`src/include/hp_slot_params.svh`:
```
`ifndef HP_SLOT_PARAMS_SVH
`define HP_SLOT_PARAMS_SVH

// Register byte offsets in configuration space.
`define HP_OFS_SLOT_CAP 8'hd4
`define HP_OFS_SLOT_CTRL 8'hd8

// Reset images of the capability and control structs.
`define HP_CAP_RST 30'h0000_0cdf
`define HP_CTRL_RST 13'h01c0

// Capability word fields.
`define HP_CAP_PL_VAL_LSB 7
`define HP_CAP_PL_VAL_MASK 32'h0000_7f80
`define HP_CAP_PL_SCL_MASK 32'h0001_8000
`define HP_CAP_PL_SCL_LSB 15

// Control half-word fields.
`define HP_CTRL_WR_MASK 16'h1fff
`define HP_CTRL_ATTN_MASK 16'h00c0
`define HP_CTRL_PWR_MASK 16'h0300

// Status half-word (upper half of the control dword).
`define HP_STS_W1C_MASK 16'h011f
`define HP_STS_ATTN 0
`define HP_STS_PFAULT 1
`define HP_STS_LATCH_CHG 2
`define HP_STS_PRES_CHG 3
`define HP_STS_CMD_DONE 4
`define HP_STS_LATCH_OPEN 5
`define HP_STS_PRESENT 6
`define HP_STS_DL_CHG 8

`endif

```
`src/include/hp_slot_pkg.sv`:
```
package hp_slot_pkg;

  typedef struct packed {
    logic req;
    logic we;
    logic [7:0] addr;
    logic [3:0] be;
    logic [31:0] wdata;
  } cfg_req_t;

  typedef struct packed {
    logic [12:0] slot_num;
    logic [1:0] pl_scale;
    logic [7:0] pl_value;
    logic hp_capable;
    logic surprise;
    logic pwr_ind_present;
    logic attn_ind_present;
    logic retention_latch_sensor_present;
    logic pwr_ctrl_present;
    logic attn_btn_present;
  } cap_t;

  typedef struct packed {
    logic dl_chg_en;
    logic electromech_lock_ctrl;
    logic power_off;
    logic [1:0] pwr_ind;
    logic [1:0] attn_ind;
    logic hp_int_en;
    logic cmd_done_en;
    logic presence_en;
    logic retention_latch_sensor_en;
    logic pfault_en;
    logic attn_en;
  } ctrl_t;

  typedef struct packed {
    logic attn_pressed;
    logic power_fault;
    logic retention_latch_sensor_changed;
    logic presence_changed;
    logic cmd_done;
    logic retention_latch_sensor_open;
    logic card_present;
  } slot_in_t;

  typedef enum logic [1:0] {
    MSG_POWER_LIMIT,
    MSG_ATTN_IND,
    MSG_PWR_IND
  } msg_kind_t;

  typedef struct packed {
    msg_kind_t kind;
    logic [9:0] payload;
  } msg_t;

  typedef enum logic {
    TX_IDLE,
    TX_SEND
  } tx_state_t;

endpackage

```
`src/rtl/hot_plug_slot_cap_ctrl_regs.sv`:
```
// Function
// Capability bits 0-4 are read-only presence flags resetting to one.
// Capability bit 5 is read-only surprise-removal flag, reset zero.
// Capability bit 6 is read-only hot-plug capable flag.
// Bits 14:7 writable power limit, reset 19h; write sends limit message.
// Bits 16:15 writable power scale, reset 0; write sends limit message.
// Bits 31:19 read-only slot number reset zero; bits 18:17 reserved.
// Capability defaults may be overridden by sideband or EEPROM preload.
// Both registers exist only on downstream ports.
// Control bits 0-3 are event enables, reset zero.
// Control bit 4 enables command completed interrupt, reset zero.
// Control bit 5 is interrupt master enable, reset zero.
// Bits 7:6 attention indicator, reset 11b; write sends indicator message.
// Bits 9:8 power indicator, reset 01b; write sends indicator message.
// Control bit 10 commands slot power: zero on, one off.
// Control bit 12 enables data link state change notification.
// Link active status reads one only while link layer is active.
// Link active change sets a write-one-to-clear flag.
// Command completion sets a write-one-to-clear flag.
// Interrupt asserts when master enable and an enabled flag is set.
// Control bit 11 interlock control is plain read-write, reset zero.
`include "hp_slot_params.svh"
`timescale 1ns/1ps
`default_nettype none

module hot_plug_slot_cap_ctrl_regs #(
  parameter int IS_DOWNSTREAM = 1
) (
  // Clock and reset.
  input wire logic i_clk,
  input wire logic i_rst,
  // Configuration access.
  input wire hp_slot_pkg::cfg_req_t i_cfg,
  output logic o_cfg_ack,
  output logic [31:0] o_cfg_rdata,
  // Capability preload from sideband or EEPROM.
  input wire logic i_preload_valid,
  input wire hp_slot_pkg::cap_t i_preload,
  // Slot hardware and link layer.
  input wire hp_slot_pkg::slot_in_t i_slot,
  input wire logic i_dl_active,
  // Register state seen by the port.
  output hp_slot_pkg::cap_t o_cap,
  output hp_slot_pkg::ctrl_t o_ctrl,
  output logic o_dl_active,
  output logic o_hp_irq,
  // Message request to the transmit path.
  output logic o_msg_valid,
  output hp_slot_pkg::msg_t o_msg,
  input wire logic i_msg_ready
);

  generate
    if (IS_DOWNSTREAM != 0 && IS_DOWNSTREAM != 1)
    begin : g_chk
      $error("IS_DOWNSTREAM must be 0 or 1");
    end
  endgenerate

  function automatic logic dword_hit(input logic [7:0] a,
                                     input logic [7:0] ofs);
    dword_hit = (a[7:2] == ofs[7:2]);
  endfunction

  function automatic logic [31:0] lane_mask(input logic [3:0] be);
    logic [31:0] m;
    m = 32'h0000_0000;
    for (int i = 0; i < 4; i++)
    begin
      m[i*8 +: 8] = {8{be[i]}};
    end
    lane_mask = m;
  endfunction

  // An upstream port decodes nothing, so both registers read as zero.
  localparam logic PRESENT = (IS_DOWNSTREAM == 1);

  hp_slot_pkg::cap_t cap_reg;
  hp_slot_pkg::cap_t cap_next;
  hp_slot_pkg::ctrl_t ctrl_reg;
  hp_slot_pkg::ctrl_t ctrl_next;
  logic [15:0] sts_reg;
  logic [15:0] sts_next;
  logic dl_active_reg;
  logic irq_reg;
  logic ack_reg;
  logic [31:0] rdata_reg;
  logic [31:0] rdata_next;
  logic [2:0] pend_reg;
  logic [2:0] pend_next;
  hp_slot_pkg::tx_state_t tx_reg;
  hp_slot_pkg::tx_state_t tx_next;
  hp_slot_pkg::msg_t msg_reg;
  hp_slot_pkg::msg_t msg_next;
  logic [2:0] take;

  wire [31:0] wmask = lane_mask(i_cfg.be);
  wire cap_sel = PRESENT && dword_hit(i_cfg.addr, `HP_OFS_SLOT_CAP);
  wire ctrl_sel = PRESENT && dword_hit(i_cfg.addr, `HP_OFS_SLOT_CTRL);
  wire cap_wr = i_cfg.req && i_cfg.we && cap_sel;
  wire ctrl_wr = i_cfg.req && i_cfg.we && ctrl_sel;

  // Reserved capability bits 18:17 are never stored and read as zero.
  wire [31:0] cap_word = {cap_reg.slot_num, 2'b00, cap_reg.pl_scale,
                          cap_reg.pl_value, cap_reg.hp_capable,
                          cap_reg.surprise, cap_reg.pwr_ind_present,
                          cap_reg.attn_ind_present,
                          cap_reg.retention_latch_sensor_present,
                          cap_reg.pwr_ctrl_present,
                          cap_reg.attn_btn_present};

  // Only the power limit fields take software writes.
  wire [31:0] pl_mask = `HP_CAP_PL_VAL_MASK | `HP_CAP_PL_SCL_MASK;
  wire [31:0] cap_wmask = wmask & pl_mask;
  wire [31:0] cap_wr_word = (cap_word & ~cap_wmask) |
                            (i_cfg.wdata & cap_wmask);
  wire pl_touch = cap_wr && (|cap_wmask);

  // Control half: every defined bit is plain read-write.
  wire [15:0] ctrl_word = {3'b000, ctrl_reg};
  wire [15:0] ctrl_wmask = wmask[15:0] & `HP_CTRL_WR_MASK;
  wire [15:0] ctrl_wr_word = (ctrl_word & ~ctrl_wmask) |
                             (i_cfg.wdata[15:0] & ctrl_wmask);
  wire attn_touch = ctrl_wr && (|(ctrl_wmask & `HP_CTRL_ATTN_MASK));
  wire pwr_touch = ctrl_wr && (|(ctrl_wmask & `HP_CTRL_PWR_MASK));

  // Status half: hardware sets, software writes one to clear; bits 5 and 6 are live and cannot be cleared.
  wire dl_change = (dl_active_reg != i_dl_active);
  wire [15:0] sts_set = PRESENT ?
    ((16'(i_slot.attn_pressed) << `HP_STS_ATTN) |
     (16'(i_slot.power_fault) << `HP_STS_PFAULT) |
     (16'(i_slot.retention_latch_sensor_changed) << `HP_STS_LATCH_CHG) |
     (16'(i_slot.presence_changed) << `HP_STS_PRES_CHG) |
     (16'(i_slot.cmd_done) << `HP_STS_CMD_DONE) |
     (16'(dl_change) << `HP_STS_DL_CHG))
    : 16'h0000;
  wire [15:0] sts_clr = ctrl_wr ?
    (i_cfg.wdata[31:16] & wmask[31:16] & `HP_STS_W1C_MASK) : 16'h0000;
  wire [15:0] sts_live =
    (16'(i_slot.retention_latch_sensor_open) << `HP_STS_LATCH_OPEN) |
    (16'(i_slot.card_present) << `HP_STS_PRESENT);

  // Enables laid over the flags they gate.
  wire [15:0] en_sts =
    (16'(ctrl_reg.attn_en) << `HP_STS_ATTN) |
    (16'(ctrl_reg.pfault_en) << `HP_STS_PFAULT) |
    (16'(ctrl_reg.retention_latch_sensor_en) << `HP_STS_LATCH_CHG) |
    (16'(ctrl_reg.presence_en) << `HP_STS_PRES_CHG) |
    (16'(ctrl_reg.cmd_done_en) << `HP_STS_CMD_DONE) |
    (16'(ctrl_reg.dl_chg_en) << `HP_STS_DL_CHG);
  wire irq_next = PRESENT && ctrl_reg.hp_int_en &&
                  (|(sts_reg & en_sts));

  // Preload replaces the whole capability image, including software fields.
  always_comb
  begin
    cap_next = cap_reg;
    if (i_preload_valid)
    begin
      cap_next = i_preload;
    end
    else if (pl_touch)
    begin
      cap_next.pl_value = cap_wr_word[`HP_CAP_PL_VAL_LSB +: 8];
      cap_next.pl_scale = cap_wr_word[`HP_CAP_PL_SCL_LSB +: 2];
    end
  end

  always_comb
  begin
    ctrl_next = ctrl_reg;
    if (ctrl_wr)
    begin
      ctrl_next = hp_slot_pkg::ctrl_t'(ctrl_wr_word[12:0]);
    end
  end

  // The set term is ORed last so an event in the clearing cycle survives.
  assign sts_next = (sts_reg & ~sts_clr) | sts_set;

  always_comb
  begin
    rdata_next = 32'h0000_0000;
    if (i_cfg.req && !i_cfg.we)
    begin
      if (cap_sel)
      begin
        rdata_next = cap_word;
      end
      else if (ctrl_sel)
      begin
        rdata_next = {sts_reg | sts_live, ctrl_word};
      end
    end
  end

  // Messages wait in pending bits; a rewrite before sending merges.
  always_comb
  begin
    tx_next = tx_reg;
    msg_next = msg_reg;
    take = 3'b000;
    unique case (tx_reg)
      hp_slot_pkg::TX_IDLE:
      begin
        if (pend_reg[0])
        begin
          take = 3'b001;
          msg_next.kind = hp_slot_pkg::MSG_POWER_LIMIT;
          msg_next.payload = {cap_reg.pl_scale, cap_reg.pl_value};
          tx_next = hp_slot_pkg::TX_SEND;
        end
        else if (pend_reg[1])
        begin
          take = 3'b010;
          msg_next.kind = hp_slot_pkg::MSG_ATTN_IND;
          msg_next.payload = {8'h00, ctrl_reg.attn_ind};
          tx_next = hp_slot_pkg::TX_SEND;
        end
        else if (pend_reg[2])
        begin
          take = 3'b100;
          msg_next.kind = hp_slot_pkg::MSG_PWR_IND;
          msg_next.payload = {8'h00, ctrl_reg.pwr_ind};
          tx_next = hp_slot_pkg::TX_SEND;
        end
      end
      hp_slot_pkg::TX_SEND:
      begin
        if (i_msg_ready)
        begin
          tx_next = hp_slot_pkg::TX_IDLE;
        end
      end
    endcase
  end

  assign pend_next = (pend_reg & ~take) |
                     {pwr_touch, attn_touch, pl_touch};

  always_ff @(posedge i_clk)
  begin
    if (i_rst)
    begin
      cap_reg <= hp_slot_pkg::cap_t'(`HP_CAP_RST);
      ctrl_reg <= hp_slot_pkg::ctrl_t'(`HP_CTRL_RST);
      sts_reg <= 16'h0000;
    end
    else
    begin
      cap_reg <= cap_next;
      ctrl_reg <= ctrl_next;
      sts_reg <= sts_next;
    end
  end

  always_ff @(posedge i_clk)
  begin
    if (i_rst)
    begin
      dl_active_reg <= 1'b0;
      irq_reg <= 1'b0;
      ack_reg <= 1'b0;
      rdata_reg <= 32'h0000_0000;
    end
    else
    begin
      dl_active_reg <= i_dl_active;
      irq_reg <= irq_next;
      ack_reg <= i_cfg.req;
      rdata_reg <= rdata_next;
    end
  end

  always_ff @(posedge i_clk)
  begin
    if (i_rst)
    begin
      pend_reg <= 3'b000;
      tx_reg <= hp_slot_pkg::TX_IDLE;
      msg_reg <= '0;
    end
    else
    begin
      pend_reg <= pend_next;
      tx_reg <= tx_next;
      msg_reg <= msg_next;
    end
  end

  assign o_cfg_ack = ack_reg;
  assign o_cfg_rdata = rdata_reg;
  assign o_cap = cap_reg;
  assign o_ctrl = ctrl_reg;
  assign o_dl_active = dl_active_reg;
  assign o_hp_irq = irq_reg;
  assign o_msg_valid = (tx_reg == hp_slot_pkg::TX_SEND);
  assign o_msg = msg_reg;

endmodule

`default_nettype wire

```
`config.mk`:
```
export PLATFORM = sky130hd
export DESIGN_NAME = hot_plug_slot_cap_ctrl_regs
export DESIGN_NICKNAME = d
export VERILOG_FILES = /design/src/include/hp_slot_pkg.sv /design/src/rtl/hot_plug_slot_cap_ctrl_regs.sv
export VERILOG_INCLUDE_DIRS = /design/src /design/src/include
export SDC_FILE = /design/constraint.sdc
export NUM_CORES = 1
export LEC_CHECK = 0
export ABC_CLOCK_PERIOD_IN_PS = 1200
export BUFFER_PORTS_ARGS = -buffer_cell sky130_fd_sc_hd__buf_2
export CAP_MARGIN = 10
export CELL_PAD_IN_SITES_DETAIL_PLACEMENT = 0
export CELL_PAD_IN_SITES_GLOBAL_PLACEMENT = 2
export CORE_MARGIN = 2
export CORE_UTILIZATION = 24
export DETAILED_ROUTE_END_ITERATION = 16
export PLACE_DENSITY_LB_ADDON = 0.1
export SLEW_MARGIN = 20
export SYNTH_ARGS = -nofsm -noshare
export SYNTH_HDL_FRONTEND = slang
export SYNTH_SLANG_ARGS = --single-unit
```
`constraint.sdc`:
```
create_clock -name i_clk -period 1.2 [get_ports i_clk]
set_input_delay 0.24 -clock i_clk [delete_from_list [all_inputs] [get_ports i_clk]]
set_output_delay 0.24 -clock i_clk [all_outputs]
set_load 0.02 [all_outputs]
```
==> reports/results.txt, run 1 <==
outcome = finished, final reports clean
Leakage = 2.67 nW
Worst-Margin Slew = 348 ps
Hold Fails Final Rpt = 0
P&R area growth vs syn = 44.8%
port bufs = 166
synthesized area per cell = 9.19 sq um
worst vdd ir = 0.000687 V
Starting Density = 24.6%
Netlist cell types = 46
core region area = 0.0166 sq mm
Min-Delay Startpoint = i_preload[0]
first-pass GRT wire length = 23300 microns
Arr. time, crit path = 920 ps
sequential element share of the synthesized area = 49.1%
global route total overflow = 0
Slew Viols, Final = 0
Rows = 47
vias in the first global route = 4082
CTS buffer count = 9
EDFF count, synth = 0
MaxCap Viol Count = 0
Worst Setup Path Type = reg -> out
Synth area leaders = dfxtp_1, a21oi_1, mux2i_1
placed instance count = 840
crit path max fanout = 4
CTS clk-pin slew, worst paths = 70 ps
Routed Antenna Nets = 0
drt total wl = 14900 microns
Synth Flop Type = dfxtp_1
syn_nets = 532
total iterations of the first detailed-routing run = 4
min cycle time layout = 1160 ps
dominant cell type by area after synthesis = dfxtp_1
Max Clock Skew = 10.8 ps
die width = 134 microns
Vias/cell = 4.65
# DRC = 0
R2R Setup Slk = 70 ps
Final GP Congestion = 0.790
startpoint types = flop
Synth top cells by count = dfxtp_1, a21oi_1, nor2_1
reg2reg path depth = 4
RSZ-0062 raised after global routing = no
Worst Hold End = o_cap[0]
hpwl dp = 11500 microns
f_max = 860 MHz
PD cells = 1240 mW/mm^2
Synth Cell Area = 0.00408 sq mm
CTS H-tree lvls = 3
CTS root buffer = clkbuf_16
largest net degree at the start of global routing = 25
I/O pin cnt = 179
FF+latch count, synth = 100
worst skew pair latency = 350 ps
Synth async-reset ratio = 0%
worst stage delay on the critical path = 390 ps
synth warn = 0
DIE AREA = 0.0181 sq mm
number of DRC markers in iteration 0 = 156
Worst setup EP type = output port
top-count cell post-synth = dfxtp_1
area share of the largest cell type after synthesis = 49.1%
Layout Nets = 722
CP Data Required Time = 960 ps
CTS Sinks = 100
hold_ws = 103 ps
Hold Path Class = in -> reg
CP top delay family = flip-flops
CP cell instances = buf_2
WL/cell = 17.3 microns
fin cells = 860
Synth Instances = 444
Slowest-stage cell, CP = dfxtp_2
antenna violations before repair = 0
WHS Path Cells = 2
fraction of layout cells with a size suffix above 1 = 42.7%
CTS tree = done
clk buf depth = 2
Die Y = 134 microns
number of buffers and inverters on the critical path = 1
# setup viols final = 0
Tot Pwr = 0.00730 W
Slew HR = 76.8%
Tcrit/Tclk final = 96.9%
GRT Util Overall = 16.8%
vias post-DR = 4001
## worst max path at each step
stage | endpoint | slack, ps | startpoint | cells past startpoint
final | o_ctrl[1] | 40 | flop | 1
after global routing | o_ctrl[9] | 2 | flop | 2
after CTS | o_cap[14] | 0.6 | flop | 1
after detailed placement | o_cfg_rdata[28] | -240 | i_cfg[41] | 5
after global placement | o_cfg_rdata[23] | -210 | i_cfg[41] | 5
after floorplan | flop | 10 | i_cfg[41] | 4
## timing repair
item	in CTS	in global routing
pin swaps	0	2
hold endpoints to repair	0	0
cloned	0	0
gates resized for setup	36	15
buffers inserted	4	1
setup endpoints to repair	22	16
hold buffers	0	0
## routing by layer
metal / track usage, % / share of wire, % / vias to the layer above
met2: 28.0 / 49 / 117
met5: 0 / 0 / -
li1: - / - / 1980
met1: 20.6 / 43 / 1887
met3: 5.71 / 7.4 / 17
met4: 4.68 / 1.5 / 0
## kinds of logic (layout without fill, tap and decap cells)
group	Yosys count	count (layout)	synth area share, %
muxes	21	21	5.18
AOI/OAI and AO/OA	104	104	17.0
and+or+nand+nor	166	166	22.5
xor gates and xnor gates	1	1	0.215
buffers and inverters	52	247	6.07
DFF	100	100	49.1
other	0	1	0
## layout by cell type, fill, tap and decap left out, types with 2 or more instances in the layout
master	Yosys	routed
clkinv_2	0	4
clkbuf_16	0	9
a211o_1	6	6
clkbuf_8	0	2
a21oi_1	48	48
or3_1	3	3
dfxtp_2	0	22
inv_1	9	9
nor2b_1	14	13
nand4b_1	2	2
nand3b_1	8	8
a22oi_1	3	3
and2_1	2	2
a31oi_1	3	3
mux2i_1	20	20
o31a_1	5	5
buf_12	0	8
nand3_1	40	40
buf_4	4	50
buf_6	2	10
and3_1	11	11
o31ai_1	11	11
nor3_1	4	4
buf_2	17	154
nor2_1	45	45
nand2b_1	4	4
nand4_1	15	15
o311a_1	6	6
nand2_1	7	7
dfxtp_1	100	75
o21ai_0	12	12
and4_1	3	3
a2111o_1	2	2
a211oi_1	3	3
dfxtp_4	0	3
## worst reg2reg max path: stages (launching register included)
cell and delay, ps:
dfxtp_4 370, buf_4 140, or3_1 310, a31oi_1 150, a211oi_1 50
## cell type report
| type | count | area [sq um] |
|---|---|---|
| flip-flops and latches | 100 | 2040 |
| repair buffers | 222 | 1420 |
| well taps | 220 | 275 |
| clock buffers | 11 | 253 |
| multi-input cells | 292 | 1830 |
| inverters | 9 | 33.8 |
| fillers | 1777 | 10700 |
| clock inverters | 5 | 50.0 |
| diodes | 1 | 2.50 |
## per-stage QoR
step / util [%] / instance area (sq um) / setup TNS (ps) / setup slack [ps]
6_report: 35.6 / 5910 / 0 / 37.7
5_1_grt: 35.6 / 5910 / 0 / 1.57
4_1_cts: 35.4 / 5880 / 0 / 0.648
3_5_place_dp: 33.0 / 5470 / -10110 / -235
3_3_place_gp: 33.0 / 5470 / -9840 / -209
2_1_floorplan: - / 4080 / 0 / 10.8
## power breakdown
group / internal, W / leakage (nW) / total [W] / switching (W)
clock network: 0.00172 / 0.155 / 0.00300 / 0.00128
registers: 0.00340 / 0.821 / 0.00349 / 0.0000836
logic: 0.000371 / 1.69 / 0.000815 / 0.000443
total: 0.00549 / 2.67 / 0.00730 / 0.00181
(Power assumes the default switching activity.)
==> inputs of run 2 (changes only) <==
- PLACE_DENSITY: not set -> 0.81
- PLACE_DENSITY_LB_ADDON: 0.1 -> not set
==> run 2 against run 1 <==
  * Design area down 1.1%
  * Clock skew down 6.5 ps
  * Register-to-register slack barely moved
  * Largest cell class unchanged
  * Die area unchanged
==> reports/results.txt, run 2 (same netlist as run 1, synthesis figures left out) <==
outcome = finished, final reports clean
Worst setup EP type = output port
critical register-to-register path endpoint = o_msg[0]
Slew Viols, Final = 0
Tcrit/Tclk final = 97.9%
port bufs = 166
Vias/cell = 4.76
# setup viols final = 0
Max Clock Skew = 4.26 ps
switch share = 24.4%
P_int = 0.00549 W
Layout Nets = 718
R2R Setup Slk = 60 ps
Starting Density = 24.6%
# DRC = 0
Final GP Congestion = 0.879
Hold Path Class = in -> reg
first-pass GRT wire length = 21900 microns
total iterations of the first detailed-routing run = 4
RSZ-0062 raised after global routing = no
Die Y = 134 microns
RR Startpoint = pend_reg[1]
DIE AREA = 0.0181 sq mm
min cycle time layout = 1170 ps
Hold Fails Final Rpt = 0
core region area = 0.0166 sq mm
clock network power share = 41.1%
Routed Antenna Nets = 0
largest net degree at the start of global routing = 32
f_max = 851 MHz
global route total overflow = 0
CTS clk-pin slew, worst paths = 60 ps
drt total wl = 14300 microns
reg2reg path depth = 3
Combinational Power Share = 10.7%
CTS H-tree lvls = 3
crit path max fanout = 4
fraction of layout cells with a size suffix above 1 = 42.0%
die width = 134 microns
WHS Path Cells = 2
number of DRC markers in iteration 0 = 202
CP top delay family = flip-flops
Leakage = 2.62 nW
CTS root buffer = clkbuf_16
Worst Hold End = o_cap[0]
Slew HR = 75.9%
hpwl dp = 11300 microns
startpoint types = flop
placed instance count = 837
worst stage delay on the critical path = 400 ps
most common cell after layout, fill and taps aside = buf_2
GRT Util Overall = 15.8%
CTS Sinks = 100
number of buffers and inverters on the critical path = 1
CTS tree = done
fin cells = 856
Core Util, Final = 35.2%
CP cell instances = buf_2
commonest cells after routing, fill and taps aside = buf_2, dfxtp_1, a21oi_1
Fill cells = 1766
P&R area growth vs syn = 43.2%
PD cells = 1240 mW/mm^2
Slowest-stage cell, CP = dfxtp_2
Min-Delay Startpoint = i_preload[0]
vias post-DR = 4071
Worst-Margin Slew = 362 ps
hold_buf cts = 0
Setup TNS = 0 ps
Rows = 47
MaxCap Viol Count = 0
vias in the first global route = 4030
Seq pwr share = 48.2%
Psw = 0.00177 W
Arr. time, crit path = 930 ps
Worst Setup Path Type = reg -> out
I/O pin cnt = 179
worst skew pair latency = 350 ps
CP Data Required Time = 960 ps
clk buf depth = 2
worst vdd ir = 0.000673 V
antenna violations before repair = 1
WL/cell = 16.7 microns
CTS buffer count = 9
Tot Pwr = 0.00726 W
## run 2: layer usage
metal	global-route usage, %	up-vias	wire, microns
met5	0	-	0
met2	25.7	145	6640
met3	4.99	16	1040
met4	5.09	0	245
li1	-	1980	-
met1	19.9	1930	6340
## run 2: layout make-up
class	count	area, sq um	area share [%]
flip-flops and latches	100	2040	34.8
multi-input cells	292	1830	31.4
repair buffers	218	1360	23.2
well taps	220	275	4.71
clock buffers	13	260	4.45
clock inverters	3	45.0	0.771
inverters	9	33.8	0.578
diodes	1	2.50	0.0428
## run 2: power by group through the flow
stage	combinational (W)	clock, W	sequential, W
final	0.000778	0.00298	0.00350
after global routing	0.000847	0.00321	0.00351
after CTS	0.000783	0.00307	0.00350
after detailed placement	0.000769	0	0.00357
after global placement	0.000756	0	0.00357
after floorplan	0.000305	0	0.00362
## run 2: repair_timing
action                                 CTS  global route
gates cloned                             0             0
resized for setup                       34            12
setup buffers                            1             2
setup endpoints to repair               23            12
pin swaps                                0             0
endpoints found under the hold margin    0             0
## run 2: stage by stage
step	area, sq um	worst slack [ps]	hold slack (ps)
after floorplan	4080	10.8	358
after global placement	5430	-197	452
after detailed placement	5430	-211	449
after CTS	5800	0.461	79.7
after global routing	5840	2.05	90.3
final	5840	25.6	93.0
## run 2: how the worst max path moves through the flow
stage,from,depth (start not counted),to
after floorplan,i_cfg[41],4,flop
after global placement,i_cfg[41],5,o_cfg_rdata[31]
after detailed placement,i_cfg[41],5,o_cfg_rdata[30]
after CTS,flop,1,o_ctrl[0]
after global routing,o_cap[4],1,o_cap[4]
final,flop,1,o_cap[12]
